[src/common/csf_pkg.sv]
// csf_pkg: constants for the cpu status flag block
// assumes apb with 32-bit data; one register per aligned word
package csf_pkg;
    localparam int DATA_W = 8;
    localparam int APB_AW = 8;
    // register byte addresses
    localparam logic [7:0] ADDR_STATUS = 8'h00;
    localparam logic [7:0] ADDR_PCL = 8'h04;
    localparam logic [7:0] ADDR_LOOKUP_PTR_LOW = 8'h08;
    localparam logic [7:0] ADDR_LOOKUP_PTR_HIGH = 8'h0C;
    localparam logic [7:0] ADDR_LOOKUP_RESULT_HIGH = 8'h10;
    localparam logic [7:0] ADDR_ACC = 8'h14;
    localparam logic [7:0] ADDR_PC = 8'h18;
    localparam logic [7:0] ADDR_SECT = 8'h1C;
    // status bit positions
    localparam int BIT_C = 0;
    localparam int BIT_AC = 1;
    localparam int BIT_Z = 2;
    localparam int BIT_OV = 3;
    localparam int BIT_PDF = 4;
    localparam int BIT_TO = 5;
    localparam int BIT_CZ = 6;
    localparam int BIT_SC = 7;
    localparam logic [7:0] STATUS_RST = 8'h00;
    localparam logic [7:0] STATUS_WMASK = 8'hCF;
    localparam int PC_W = 13;
    localparam int XADDR_W = 10;
    localparam logic [2:0] ERR_NONE = 3'h0;
    typedef enum logic [3:0] {
        CSF_OP_NOP = 4'h0,
        CSF_OP_ADD = 4'h1,
        CSF_OP_ADC = 4'h2,
        CSF_OP_SUB = 4'h3,
        CSF_OP_SBC = 4'h4,
        CSF_OP_AND = 4'h5,
        CSF_OP_OR = 4'h6,
        CSF_OP_XOR = 4'h7,
        CSF_OP_RLC = 4'h8,
        CSF_OP_RRC = 4'h9,
        CSF_OP_MOV = 4'hA,
        CSF_OP_INC = 4'hB,
        CSF_OP_DEC = 4'hC
    } csf_op_e;
    typedef enum logic [1:0] {
        CSF_ST_RUN = 2'b00,
        CSF_ST_DUMMY = 2'b01
    } csf_state_e;
endpackage : csf_pkg

[src/verilog/csf_alu.sv]
// csf_alu: combinational 8-bit alu producing result and arithmetic flags
// assumes operands and carry-in are stable for the whole write-back cycle
`timescale 1ns/1ps
module csf_alu
    import csf_pkg::*;
(
    input wire csf_pkg::csf_op_e op,
    input wire logic [7:0] opA,
    input wire logic [7:0] opB,
    input wire logic carryIn,
    output logic [7:0] result,
    output logic flagC,
    output logic flagAc,
    output logic flagZ,
    output logic flagOv,
    output logic flagsArith
);
    logic [8:0] full;
    logic [4:0] nib;
    logic [7:0] low7;
    logic c7;
    logic [7:0] bInv;
    logic cin;
    always_comb
    begin
        bInv = ~opB;
        cin = 1'b0;
        result = opA;
        full = 9'h000;
        nib = 5'h00;
        low7 = 8'h00;
        c7 = 1'b0;
        flagC = carryIn;
        flagAc = 1'b0;
        flagOv = 1'b0;
        flagsArith = 1'b0;
        case (op)
            CSF_OP_ADD, CSF_OP_ADC, CSF_OP_SUB, CSF_OP_SBC:
            begin
                // subtraction is a + ~b + 1, so carry out means no borrow
                if (op == CSF_OP_ADC)
                    cin = carryIn;
                else if (op == CSF_OP_SUB)
                    cin = 1'b1;
                else if (op == CSF_OP_SBC)
                    cin = carryIn;
                if (op == CSF_OP_SUB || op == CSF_OP_SBC)
                begin
                    full = {1'b0, opA} + {1'b0, bInv} + {8'h00, cin};
                    nib = {1'b0, opA[3:0]} + {1'b0, bInv[3:0]} + {4'h0, cin};
                    low7 = {1'b0, opA[6:0]} + {1'b0, bInv[6:0]} + {7'h00, cin};
                end
                else
                begin
                    full = {1'b0, opA} + {1'b0, opB} + {8'h00, cin};
                    nib = {1'b0, opA[3:0]} + {1'b0, opB[3:0]} + {4'h0, cin};
                    low7 = {1'b0, opA[6:0]} + {1'b0, opB[6:0]} + {7'h00, cin};
                end
                c7 = low7[7];
                result = full[7:0];
                flagC = full[8];
                flagAc = nib[4];
                flagOv = c7 ^ full[8];
                flagsArith = 1'b1;
            end
            CSF_OP_AND: result = opA & opB;
            CSF_OP_OR: result = opA | opB;
            CSF_OP_XOR: result = opA ^ opB;
            CSF_OP_INC: result = opA + 8'h01;
            CSF_OP_DEC: result = opA - 8'h01;
            CSF_OP_RLC:
            begin
                result = {opA[6:0], carryIn};
                flagC = opA[7];
            end
            CSF_OP_RRC:
            begin
                result = {carryIn, opA[7:1]};
                flagC = opA[0];
            end
            CSF_OP_MOV: result = opB;
            default: result = opA;
        endcase
        flagZ = (result == 8'h00);
    end
endmodule : csf_alu

[src/verilog/csf_status_core.sv]
// csf_status_core: status flags, accumulator, pc low jump, table pointers, sector addressing
// assumes a sequencer drives one-cycle instruction strobes on clk_sys and an apb master
`timescale 1ns/1ps
// How it works
// - writing pc low byte jumps within the current page, high bits kept
// - such a jump inserts one dummy cycle before execution resumes
// - table read puts word high byte in result-high, low byte to destination
// - time-out and halted flags are read-only; other status bits writable
// - time-out clears on power-up, kick and stop; sets on watchdog expiry
// - halted clears on power-up or kick; sets on stop
// - carry flag is add carry, subtract no-borrow, and rotate carry
// - half carry is nibble carry, or nibble no-borrow in subtraction
// - zero flag set when result is zero, for every instruction but nop and mov (which leave status unchanged)
// - overflow flag is carry into msb xor carry out of msb
// - signed-less flag is new overflow xor result msb
// - subtract group copies new zero flag into chain-zero
// - subtract-with-borrow group ANDs chain-zero with new zero
// - all other instructions leave chain-zero unchanged
// - status is never saved automatically on interrupt or call
// - no register-to-register moves; data passes through the accumulator
// - extended address upper part selects sector, low byte the location
// - extended addresses carry ten valid bits
module csf_status_core
    import csf_pkg::*;
#(
    parameter int PCW = csf_pkg::PC_W
)
(
    input wire logic clk_sys,
    input wire logic reset,
    input wire logic [7:0] paddr,
    input wire logic psel,
    input wire logic penable,
    input wire logic pwrite,
    input wire logic [31:0] pwdata,
    input wire logic [3:0] pstrb,
    output logic [31:0] prdata,
    output logic pready,
    output logic pslverr,
    input wire logic instrValid,
    input wire csf_pkg::csf_op_e instrOp,
    input wire logic [7:0] instrOperand,
    input wire logic instrToAcc,
    input wire logic watchdogKick,
    input wire logic stopInstr,
    input wire logic watchdogTimeout,
    input wire logic tableReadDone,
    input wire logic [15:0] tableWord,
    input wire logic [1:0] ptrStep,
    input wire logic [csf_pkg::XADDR_W-1:0] extAddr,
    output logic [7:0] destData,
    output logic destWrite,
    output logic [PCW-1:0] progCtr,
    output logic jumpTaken,
    output logic execStall,
    output logic [PCW-1:0] lookupAddr,
    output logic [1:0] extSector,
    output logic [7:0] extOffset
);
    import csf_pkg::*;

    if (PCW < 9 || PCW > 16)
    begin : gen_pcw_check
        $error("csf_status_core: PCW must lie in 9..16");
    end

    logic [7:0] status_reg;
    logic [7:0] acc_reg;
    logic [7:0] lookup_ptr_low_reg;
    logic [7:0] lookup_ptr_high_reg;
    logic [7:0] lookup_result_high_reg;
    logic [PCW-1:0] pc_reg;
    logic [31:0] prdata_reg;
    logic [7:0] destData_reg;
    logic destWrite_reg;
    csf_state_e state_reg;
    csf_state_e state_next;

    logic [7:0] aluResult;
    logic aluC;
    logic aluAc;
    logic aluZ;
    logic aluOv;
    logic aluArith;
    logic apbAccess;
    logic apbWr;
    logic addrHit;
    logic [7:0] wByte;
    logic execOk;
    logic pclWrite;

    assign apbAccess = psel & penable;
    assign apbWr = apbAccess & pwrite & pstrb[0];
    assign wByte = pwdata[7:0];
    assign pready = 1'b1;
    assign addrHit = (paddr == ADDR_STATUS) || (paddr == ADDR_PCL) || (paddr == ADDR_LOOKUP_PTR_LOW)
        || (paddr == ADDR_LOOKUP_PTR_HIGH) || (paddr == ADDR_LOOKUP_RESULT_HIGH) || (paddr == ADDR_ACC)
        || (paddr == ADDR_PC) || (paddr == ADDR_SECT);
    assign pslverr = apbAccess & ~addrHit;
    assign prdata = prdata_reg;
    assign pclWrite = apbWr && (paddr == ADDR_PCL);
    assign execOk = instrValid && (state_reg == CSF_ST_RUN);
    assign execStall = (state_reg == CSF_ST_DUMMY);
    assign jumpTaken = pclWrite;
    assign destData = destData_reg;
    assign destWrite = destWrite_reg;
    assign progCtr = pc_reg;
    assign lookupAddr = PCW'({lookup_ptr_high_reg, lookup_ptr_low_reg});
    assign extSector = extAddr[XADDR_W-1:8];
    assign extOffset = extAddr[7:0];

    // operands come only from the accumulator and one memory byte
    csf_alu u_alu (
        .op(instrOp),
        .opA(acc_reg),
        .opB(instrOperand),
        .carryIn(status_reg[BIT_C]),
        .result(aluResult),
        .flagC(aluC),
        .flagAc(aluAc),
        .flagZ(aluZ),
        .flagOv(aluOv),
        .flagsArith(aluArith)
    );

    // jump dummy cycle sequencing
    always_comb
    begin
        state_next = state_reg;
        case (state_reg)
            CSF_ST_RUN: if (pclWrite) state_next = CSF_ST_DUMMY;
            CSF_ST_DUMMY: state_next = CSF_ST_RUN;
            default: state_next = CSF_ST_RUN;
        endcase
    end

    always_ff @(posedge clk_sys or posedge reset)
    begin
        if (reset)
            state_reg <= CSF_ST_RUN;
        else
            state_reg <= state_next;
    end

    // program counter; a pcl write swaps only the low byte
    always_ff @(posedge clk_sys or posedge reset)
    begin
        if (reset)
            pc_reg <= '0;
        else if (pclWrite)
            pc_reg <= {pc_reg[PCW-1:8], wByte};
        else if (apbWr && paddr == ADDR_PC)
            pc_reg <= pwdata[PCW-1:0];
        else if (execOk)
            pc_reg <= pc_reg + PCW'(1);
    end

    // accumulator holds alu results only when instrToAcc is set; moves between registers go through it
    always_ff @(posedge clk_sys or posedge reset)
    begin
        if (reset)
            acc_reg <= 8'h00;
        else if (apbWr && paddr == ADDR_ACC)
            acc_reg <= wByte;
        else if (execOk && instrOp != CSF_OP_NOP && instrToAcc)
            acc_reg <= aluResult;
    end

    // results bound for memory leave through the destination port
    always_ff @(posedge clk_sys or posedge reset)
    begin
        if (reset)
        begin
            destData_reg <= 8'h00;
            destWrite_reg <= 1'b0;
        end
        else if (tableReadDone)
        begin
            destData_reg <= tableWord[7:0];
            destWrite_reg <= 1'b1;
        end
        else
        begin
            destData_reg <= aluResult;
            destWrite_reg <= execOk && instrOp != CSF_OP_NOP && !instrToAcc;
        end
    end

    // table pointers: software loads them, instructions may step the low one
    always_ff @(posedge clk_sys or posedge reset)
    begin
        if (reset)
        begin
            lookup_ptr_low_reg <= 8'h00;
            lookup_ptr_high_reg <= 8'h00;
        end
        else
        begin
            if (apbWr && paddr == ADDR_LOOKUP_PTR_LOW)
                lookup_ptr_low_reg <= wByte;
            else if (ptrStep == 2'b01)
                lookup_ptr_low_reg <= lookup_ptr_low_reg + 8'h01;
            else if (ptrStep == 2'b10)
                lookup_ptr_low_reg <= lookup_ptr_low_reg - 8'h01;
            if (apbWr && paddr == ADDR_LOOKUP_PTR_HIGH)
                lookup_ptr_high_reg <= wByte;
        end
    end

    always_ff @(posedge clk_sys or posedge reset)
    begin
        if (reset)
            lookup_result_high_reg <= 8'h00;
        else if (tableReadDone)
            lookup_result_high_reg <= tableWord[15:8];
    end

    // status flags; hardware events beat a simultaneous software write
    // status is not stacked on call or interrupt: software saves it
    always_ff @(posedge clk_sys or posedge reset)
    begin
        if (reset)
            status_reg <= STATUS_RST;
        else
        begin
            if (apbWr && paddr == ADDR_STATUS)
                status_reg <= (status_reg & ~STATUS_WMASK) | (wByte & STATUS_WMASK);
            if (execOk && instrOp != CSF_OP_NOP && instrOp != CSF_OP_MOV)
            begin
                status_reg[BIT_Z] <= aluZ;
                status_reg[BIT_SC] <= (aluArith ? aluOv : status_reg[BIT_OV]) ^ aluResult[7];
                if (aluArith || instrOp == CSF_OP_RLC || instrOp == CSF_OP_RRC)
                    status_reg[BIT_C] <= aluC;
                if (aluArith)
                begin
                    status_reg[BIT_AC] <= aluAc;
                    status_reg[BIT_OV] <= aluOv;
                end
                if (instrOp == CSF_OP_SUB)
                    status_reg[BIT_CZ] <= aluZ;
                else if (instrOp == CSF_OP_SBC)
                    status_reg[BIT_CZ] <= status_reg[BIT_CZ] & aluZ;
            end
            // other ops leave chain-zero alone
            // kick first, so a stop or time-out in the same cycle still sets its flag
            if (watchdogKick)
            begin
                status_reg[BIT_PDF] <= 1'b0;
                status_reg[BIT_TO] <= 1'b0;
            end
            if (stopInstr)
            begin
                status_reg[BIT_PDF] <= 1'b1;
                status_reg[BIT_TO] <= 1'b0;
            end
            if (watchdogTimeout)
                status_reg[BIT_TO] <= 1'b1;
        end
    end

    // apb read data registered in the setup phase (psel high, penable low), ready for the access phase
    always_ff @(posedge clk_sys or posedge reset)
    begin
        if (reset)
            prdata_reg <= 32'h0000_0000;
        else if (psel && !penable && !pwrite)
        begin
            case (paddr)
                ADDR_STATUS: prdata_reg <= {24'h000000, status_reg};
                ADDR_PCL: prdata_reg <= {24'h000000, pc_reg[7:0]};
                ADDR_LOOKUP_PTR_LOW: prdata_reg <= {24'h000000, lookup_ptr_low_reg};
                ADDR_LOOKUP_PTR_HIGH: prdata_reg <= {24'h000000, lookup_ptr_high_reg};
                ADDR_LOOKUP_RESULT_HIGH: prdata_reg <= {24'h000000, lookup_result_high_reg};
                ADDR_ACC: prdata_reg <= {24'h000000, acc_reg};
                ADDR_PC: prdata_reg <= 32'(pc_reg);
                ADDR_SECT: prdata_reg <= 32'(extAddr);
                default: prdata_reg <= 32'h0000_0000;
            endcase
        end
    end

    // reference sums for the assertions, built apart from the alu
    logic [8:0] addSum;
    logic [4:0] addNib;
    assign addSum = {1'b0, acc_reg} + {1'b0, instrOperand};
    assign addNib = {1'b0, acc_reg[3:0]} + {1'b0, instrOperand[3:0]};
endmodule : csf_status_core

[config.mk]
export PLATFORM = sky130hd
export DESIGN_NAME = csf_status_core
export DESIGN_NICKNAME = d
export VERILOG_FILES = /design/src/common/csf_pkg.sv /design/src/verilog/csf_alu.sv /design/src/verilog/csf_status_core.sv
export SDC_FILE = /design/constraint.sdc
export NUM_CORES = 1
export LEC_CHECK = 0
export ABC_AREA = 1
export BUFFER_PORTS_ARGS = -buffer_cell sky130_fd_sc_hd__buf_4
export CAP_MARGIN = 20
export CORE_MARGIN = 8
export CORE_UTILIZATION = 45
export CTS_BUF_LIST = sky130_fd_sc_hd__clkbuf_4
export DETAILED_ROUTE_END_ITERATION = 10
export PLACE_DENSITY = 0.77
export SKIP_CTS_REPAIR_TIMING = 1
export SYNTH_ARGS = -nofsm -noshare
export SYNTH_HDL_FRONTEND = slang
export SYNTH_SLANG_ARGS = --single-unit
[constraint.sdc]
create_clock -name clk_sys -period 6.9 [get_ports clk_sys]
set_input_delay 1.38 -clock clk_sys [delete_from_list [all_inputs] [get_ports clk_sys]]
set_output_delay 1.38 -clock clk_sys [all_outputs]
set_load 0.1 [all_outputs]
After elaboration in Yosys (flattened, before gate mapping)
Cells that the tools add are included.
{"block": "totals", "ff_bits": 96, "inputBits": 95}
{"block": "classes", "addsub": 17, "eq_ne": 25, "n_mux": 39, "bitwise_logic": 14, "n_reduce_logical": 39}
{"op": "case mux 13 bit (8 select lines)", "count": 1}
{"op": "two-way mux 8 bit", "count": 10}
{"op": "case mux 8 bit (9 select lines)", "count": 1}
{"op": "== test 8 x 5 -> 1 bit (second input constant)", "count": 4}
{"op": "two-way mux 13 bit", "count": 2}
{"op": "== test 4 bit (second input constant)", "count": 5}
{"op": "adder 8 x 8 -> 9 bit", "count": 2}
{"op": "adder 9 x 1 -> 9 bit", "count": 2}
{"op": "two-way mux 9 bit", "count": 2}
{"op": "adder 7 x 7 -> 8 bit", "count": 2}
{"op": "adder 8 x 1 -> 8 bit", "count": 2}
{"op": "adder 8 x 1 -> 8 bit (second input constant)", "count": 2}
{"op": "== test 4 x 3 -> 1 bit (second input constant)", "count": 4}
{"op": "== test 8 x 4 -> 1 bit (second input constant)", "count": 2}
{"op": "logical NOT 8 bit", "count": 2}
{"op": "subtractor 8 x 1 -> 8 bit (second input constant)", "count": 2}
{"op": "two-way mux 1 bit", "count": 15}
{"op": "adder 13 x 1 -> 13 bit (second input constant)", "count": 1}
{"op": "logical AND 1 bit", "count": 13}
{"op": "adder 4 x 4 -> 5 bit", "count": 2}
{"op": "adder 5 x 1 -> 5 bit", "count": 2}
{"op": "logical OR 1 bit", "count": 10}
{"op": "two-way mux 2 bit", "count": 5}
{"op": "nonzero test 3 bit", "count": 3}
{"op": "25 further kinds", "count": 38}

Depth between registers and ports, before layout
{"block": "depth", "ltp_word": 14, "depth_mapped": 25, "ltp_nobuf": 24}

Cells and area by module
A second synthesis with hierarchy kept.
{"block": "hier_totals", "hier_cells": 1121, "area_unflattened_um2": 7140.6}
{"mod": "csf_status_core", "n_inst": 1, "cells_per_inst": 695, "area_each_um2": 4952.2}
{"mod": "csf_alu", "n_inst": 1, "cells_per_inst": 426, "area_each_um2": 2188.3}

Worst setup path after synthesis
No wires, ideal clock.
{"block": "synth_timing", "kind": "input port to output port", "start": "input paddr[7]", "end": "output jumpTaken", "arrival_time_ns": 2.851, "required_ns": 5.520, "setup_slack_ns": 2.669, "stages": 4, "path_buffers": 0, "path_cell_list": "or3_4 > nor2_8 > nand2_2 > nor2_2"}
{"block": "synth_via", "elab_chain_cells": 2}
{"element": "from (decl)", "line": "csf_status_core.sv:31", "rtl": "input wire logic [7:0] paddr,"}
{"element": "== test 8 x 3 -> 1 bit", "line": "csf_status_core.sv:101", "rtl": "assign pclWrite = apbWr && (paddr == ADDR_PCL);"}
{"element": "logical AND 1 bit", "line": "csf_status_core.sv:101"}
{"element": "to (decl)", "line": "csf_status_core.sv:54", "rtl": "output logic jumpTaken,"}
Every way passes these cells.

Worst setup path in the final report
{"block": "layout_timing", "start": "input instrOp[3]", "end": "register status_reg[7]"}
{"block": "layout_via", "elab_chain_cells": 13}
{"element": "from (decl)", "line": "csf_status_core.sv:41", "rtl": "input wire csf_pkg::csf_op_e instrOp,"}
{"element": "== test 4 x 3 -> 1 bit", "line": "csf_alu.sv:37, csf_alu.sv:45, csf_alu.sv:47"}
{"element": "two-way mux 1 bit", "line": "csf_alu.sv:45", "rtl": "else if (op == CSF_OP_SBC)"}
{"element": "two-way mux 1 bit", "line": "csf_alu.sv:43", "rtl": "else if (op == CSF_OP_SUB)"}
{"element": "two-way mux 1 bit", "line": "csf_alu.sv:41", "rtl": "if (op == CSF_OP_ADC)"}
{"element": "two-way mux 1 bit", "line": "csf_alu.sv:37", "rtl": "case (op)"}
{"element": "adder 9 x 1 -> 9 bit, or another cell as far along", "line": "csf_alu.sv:55", "rtl": "full = {1'b0, opA} + {1'b0, opB} + {8'h00, cin};"}
{"element": "two-way mux 9 bit or two-way mux 8 bit (tied branches)", "line": "csf_alu.sv:47", "rtl": "if (op == CSF_OP_SUB || op == CSF_OP_SBC)"}
{"element": "two-way mux 9 bit or two-way mux 8 bit (tied branches)", "line": "csf_alu.sv:37"}
{"element": "bitwise XOR 1 bit", "line": "csf_alu.sv:63", "rtl": "flagOv = c7 ^ full[8];"}
{"element": "two-way mux 1 bit", "line": "csf_alu.sv:37"}
{"element": "two-way mux 1 bit", "line": "csf_status_core.sv:231", "rtl": "status_reg[BIT_SC] <= (aluArith ? aluOv : status_reg[BIT_OV]) ^ aluResult[7];"}
{"element": "bitwise XOR 1 bit", "line": "csf_status_core.sv:231"}
{"element": "two-way mux 2 bit", "line": "csf_status_core.sv:228", "rtl": "if (execOk && instrOp != CSF_OP_NOP && instrOp != CSF_OP_MOV)"}
{"element": "to (signal, indexed assignment)", "line": "csf_status_core.sv:230", "rtl": "status_reg[BIT_Z] <= aluZ;"}
{"element": "to (signal, indexed assignment)", "line": "csf_status_core.sv:231"}
{"element": "to (signal, indexed assignment)", "line": "csf_status_core.sv:233", "rtl": "status_reg[BIT_C] <= aluC;"}
{"element": "to (decl)", "line": "csf_status_core.sv:67", "rtl": "logic [7:0] status_reg;"}
Several ways; a longest one is shown, not always the timed one. The select of a mux whose other input is x is not followed.
A chain may end at the register's enable or synchronous reset.

==> impl_metrics.json <==
{
  "p_int_w": 0.000937,
  "crit_end": "status_reg[7]",
  "syn_area_per_cell_um2": 6.91,
  "dpl_worst_slack_ps": 2380,
  "max_freq_ghz": 0.243,
  "hold_violations": 0,
  "path_class": "primary input to flop",
  "swShare": 0.573,
  "dr.pass1.iters": 7,
  "nFillCells": 1391,
  "drtIter0Drc": 685,
  "critPathLaunchType": "primary input",
  "power_frac_seq": 0.298,
  "drt_wl_total_um": 20500,
  "max_stage_delay_ps": 430,
  "fin_ws_ps": 2790,
  "dp.final_hpwl_um": 16400,
  "worst_ep_required_time_ps": 7220,
  "grt.total_usage": 0.217,
  "cts_tree": "yes",
  "ff2ff_path_depth": 17,
  "yosysTopAreaCellShare": 0.290,
  "grt_setup_unrepaired": "no",
  "timing.final.crit_share": 0.595,
  "layout.nets": 1203,
  "cp_top_family": "simple AND/OR/NAND/NOR gates",
  "post_route_cells_drive_above_1_share": 0.186,
  "slowest_stage": "fa_1",
  "design_area_mm2": 0.00765,
  "clockPowerShare": 0.121,
  "finClkSkew_ps": 37.3,
  "maxCapViolations": 0,
  "area_delta_synth_final_pct": 16.8,
  "outcome": "completed",
  "arrival_ps": 4430,
  "die_w_um": 137,
  "synth_edf_count": 0,
  "post_dp_cell_area_mm2": 0.00752,
  "regToRegStartpoint": "acc_reg[0]",
  "worst_slew_pin_slew_ps": 968,
  "core-area_mm2": 0.0144,
  "cts_buffer_depth": 2,
  "yosysTopAreaCell": "dfrtp_1",
  "reg2reg_slack_ps": 3850,
  "grt_overflow": 0,
  "ys_seq_area_frac": 0.290,
  "power_w": 0.00219,
  "synth_seq_cells": 76,
  "vias_per_cell": 5.41,
  "root_buffer": "clkbuf_4",
  "hold_class": "flop to flop",
  "p_comb_frac": 0.581,
  "synth_cell_types": 55,
  "wl_per_cell_um": 16.3,
  "p_switching_w": 0.00126,
  "io_buffers": 133,
  "final_cell_mix": "nand2_1 (273), buf_4 (135), inv_1 (129), dfrtp_1 (76), nor2_1 (73)",
  "drcViolationCount": 0,
  "grt_pass1_wl_um": 32300,
  "yosys-top-cells-area": "dfrtp_1 (29%), nand2_1 (16%), inv_1 (7.4%)",
  "clkTransAtPathRegs_ps": 150,
  "dr_total_vias": 6791,
  "first_global_vias": 6224,
  "worstPathMaxFanout": 17,
  "fp-row-count": 44,
  "htree_levels": 3,
  "finalSetupViolCount": 0,
  "r2r_end": "status_reg[7]",
  "p_leak_nw": 4.11,
  "clock_latency_ps": 460,
  "pin_count": 176,
  "cp_num_buf_inv": 3,
  "ys.flop_type": "dfrtp_1",
  "relSlewSlack": 0.355,
  "detail-route-antenna-nets": 0,
  "cts_buffers": 9,
  "die_y_um": 137,
  "fin_crit_ps": 4110,
  "netlist_area_mm2": 0.00655,
  "cp_common_cell": "nand2_1",
  "final_common_cell": "nand2_1",
  "crit_chain": "buf_4, nor2_1, nand2_2, nand2_4, a21oi_1, a21oi_1, inv_1, fa_1, fa_1, inv_1, nand2_1, nand3_1, nand2_1, nand2_1, nand2_1, nand2_1, nand2_1, nand3_1, nand2_1, nand2_1, nand2_1, nand2_1, nand3_1",
  "synth_warnings": 0,
  "cp-startpoint": "instrOp[3]",
  "utilization": 0.532,
  "die-area_mm2": 0.0187,
  "grt_max_degree": 77,
  "synthCells": 948,
  "gp_congestion": 0.954,
  "vdd_drop_max_mv": 0.302,
  "initial_core_util": 0.456,
  "clkSinkCount": 76,
  "setup_tns_ps": 0,
  "postSynth.asyncResetShare": 1.00,
  "drv_slew": 0,
  "antenna_found_initial": 1,
  "endpoint_kind": "flop",
  "crit_cells": 23,
  "power_density_mw_per_mm2": 287
}
[worst reg2reg max path: stages (launching register included)]
cell	delay (ps)
dfrtp_1	680
inv_1	250
fa_1	480
fa_1	430
inv_1	90
nand2_1	60
nand3_1	140
nand2_1	90
nand2_1	80
nand2_1	50
nand2_1	90
nand2_1	60
nand3_1	130
nand2_1	70
nand2_1	70
nand2_1	50
nand2_1	60
nand3_1	60
[metrics by stage]
step,instances,hold slack [ps]
2_1_floorplan,966,459
3_3_place_gp,1239,447
3_5_place_dp,1239,448
4_1_cts,1255,471
5_1_grt,1256,491
6_report,1256,475
[synthesized netlist by cell type (2+ instances only)]
master	n
a211oi_1	4
a221oi_1	2
xnor2_1	2
nand3b_1	6
inv_1	130
a21boi_0	2
buf_6	3
fa_1	6
clkinv_1	3
inv_4	3
nor2_4	6
a21oi_1	25
a22oi_1	8
nand2_4	4
xor2_1	5
nor2_8	2
o211ai_1	5
or2_1	3
nor2_2	4
nand2_2	11
nor2_1	73
or2_2	2
o221ai_1	15
o21bai_1	3
clkbuf_1	5
conb_1	2
a31oi_1	3
and2_1	2
o31ai_1	3
nand2_1	273
nand3_4	2
nand3_1	59
dfrtp_1	76
buf_4	35
o21ai_2	3
nand4_1	16
inv_2	6
o22ai_1	12
nor3_1	6
o21ai_0	48
ha_1	36
o21a_1	4
o21ai_1	18
[logic make-up after synthesis]
logic type / synth area share
compound gates: 0.151
xor+xnor: 0.00936
fa+ha+maj: 0.0871
buf+inv: 0.134
flops: 0.290
other cells: 0.00115
simple gates: 0.327
[final cells by class]
cell class | count | area (um2) | share of cell area
clock inverters | 7 | 57.6 | 0.00752
diodes | 1 | 2.50 | 0.000327
inverters | 142 | 541 | 0.0707
multi-input cells | 702 | 3830 | 0.501
flip-flops and latches | 76 | 1900 | 0.249
well taps | 184 | 230 | 0.0301
clock buffers | 9 | 67.6 | 0.00883
repair buffers | 135 | 1010 | 0.133
[layer usage]
metal | part of all wire | wire (um) | global-route usage
met1 | 0.44 | 9120 | 0.318
met2 | 0.44 | 8940 | 0.318
met3 | 0.096 | 1970 | 0.0301
met4 | 0.025 | 504 | 0.0714
met5 | 0 | 0 | 0
[how the worst min path moves through the flow]
stage | start | slack (ps) | endpoint | depth (start not counted)
floorplan | lookup_ptr_high_reg[7] | 460 | lookup_ptr_high_reg[7] | 2
global placement | state_reg[0] | 450 | state_reg[0] | 1
detailed placement | state_reg[0] | 450 | state_reg[0] | 1
CTS | state_reg[0] | 470 | state_reg[0] | 1
global route | state_reg[0] | 490 | state_reg[0] | 1
finish | state_reg[0] | 470 | state_reg[0] | 1
[power groups by stage]
stage / Sequential, W / Clock, W / Combinational, W
2_1_floorplan: 0.00102 / 0 / 0.000588
3_3_place_gp: 0.000655 / 0 / 0.00125
3_5_place_dp: 0.000655 / 0 / 0.00126
4_1_cts: 0.000648 / 0.000269 / 0.00127
5_1_grt: 0.000665 / 0.000284 / 0.00138
6_report: 0.000654 / 0.000265 / 0.00128
Note: power is estimated with default switching activity, not from simulation.
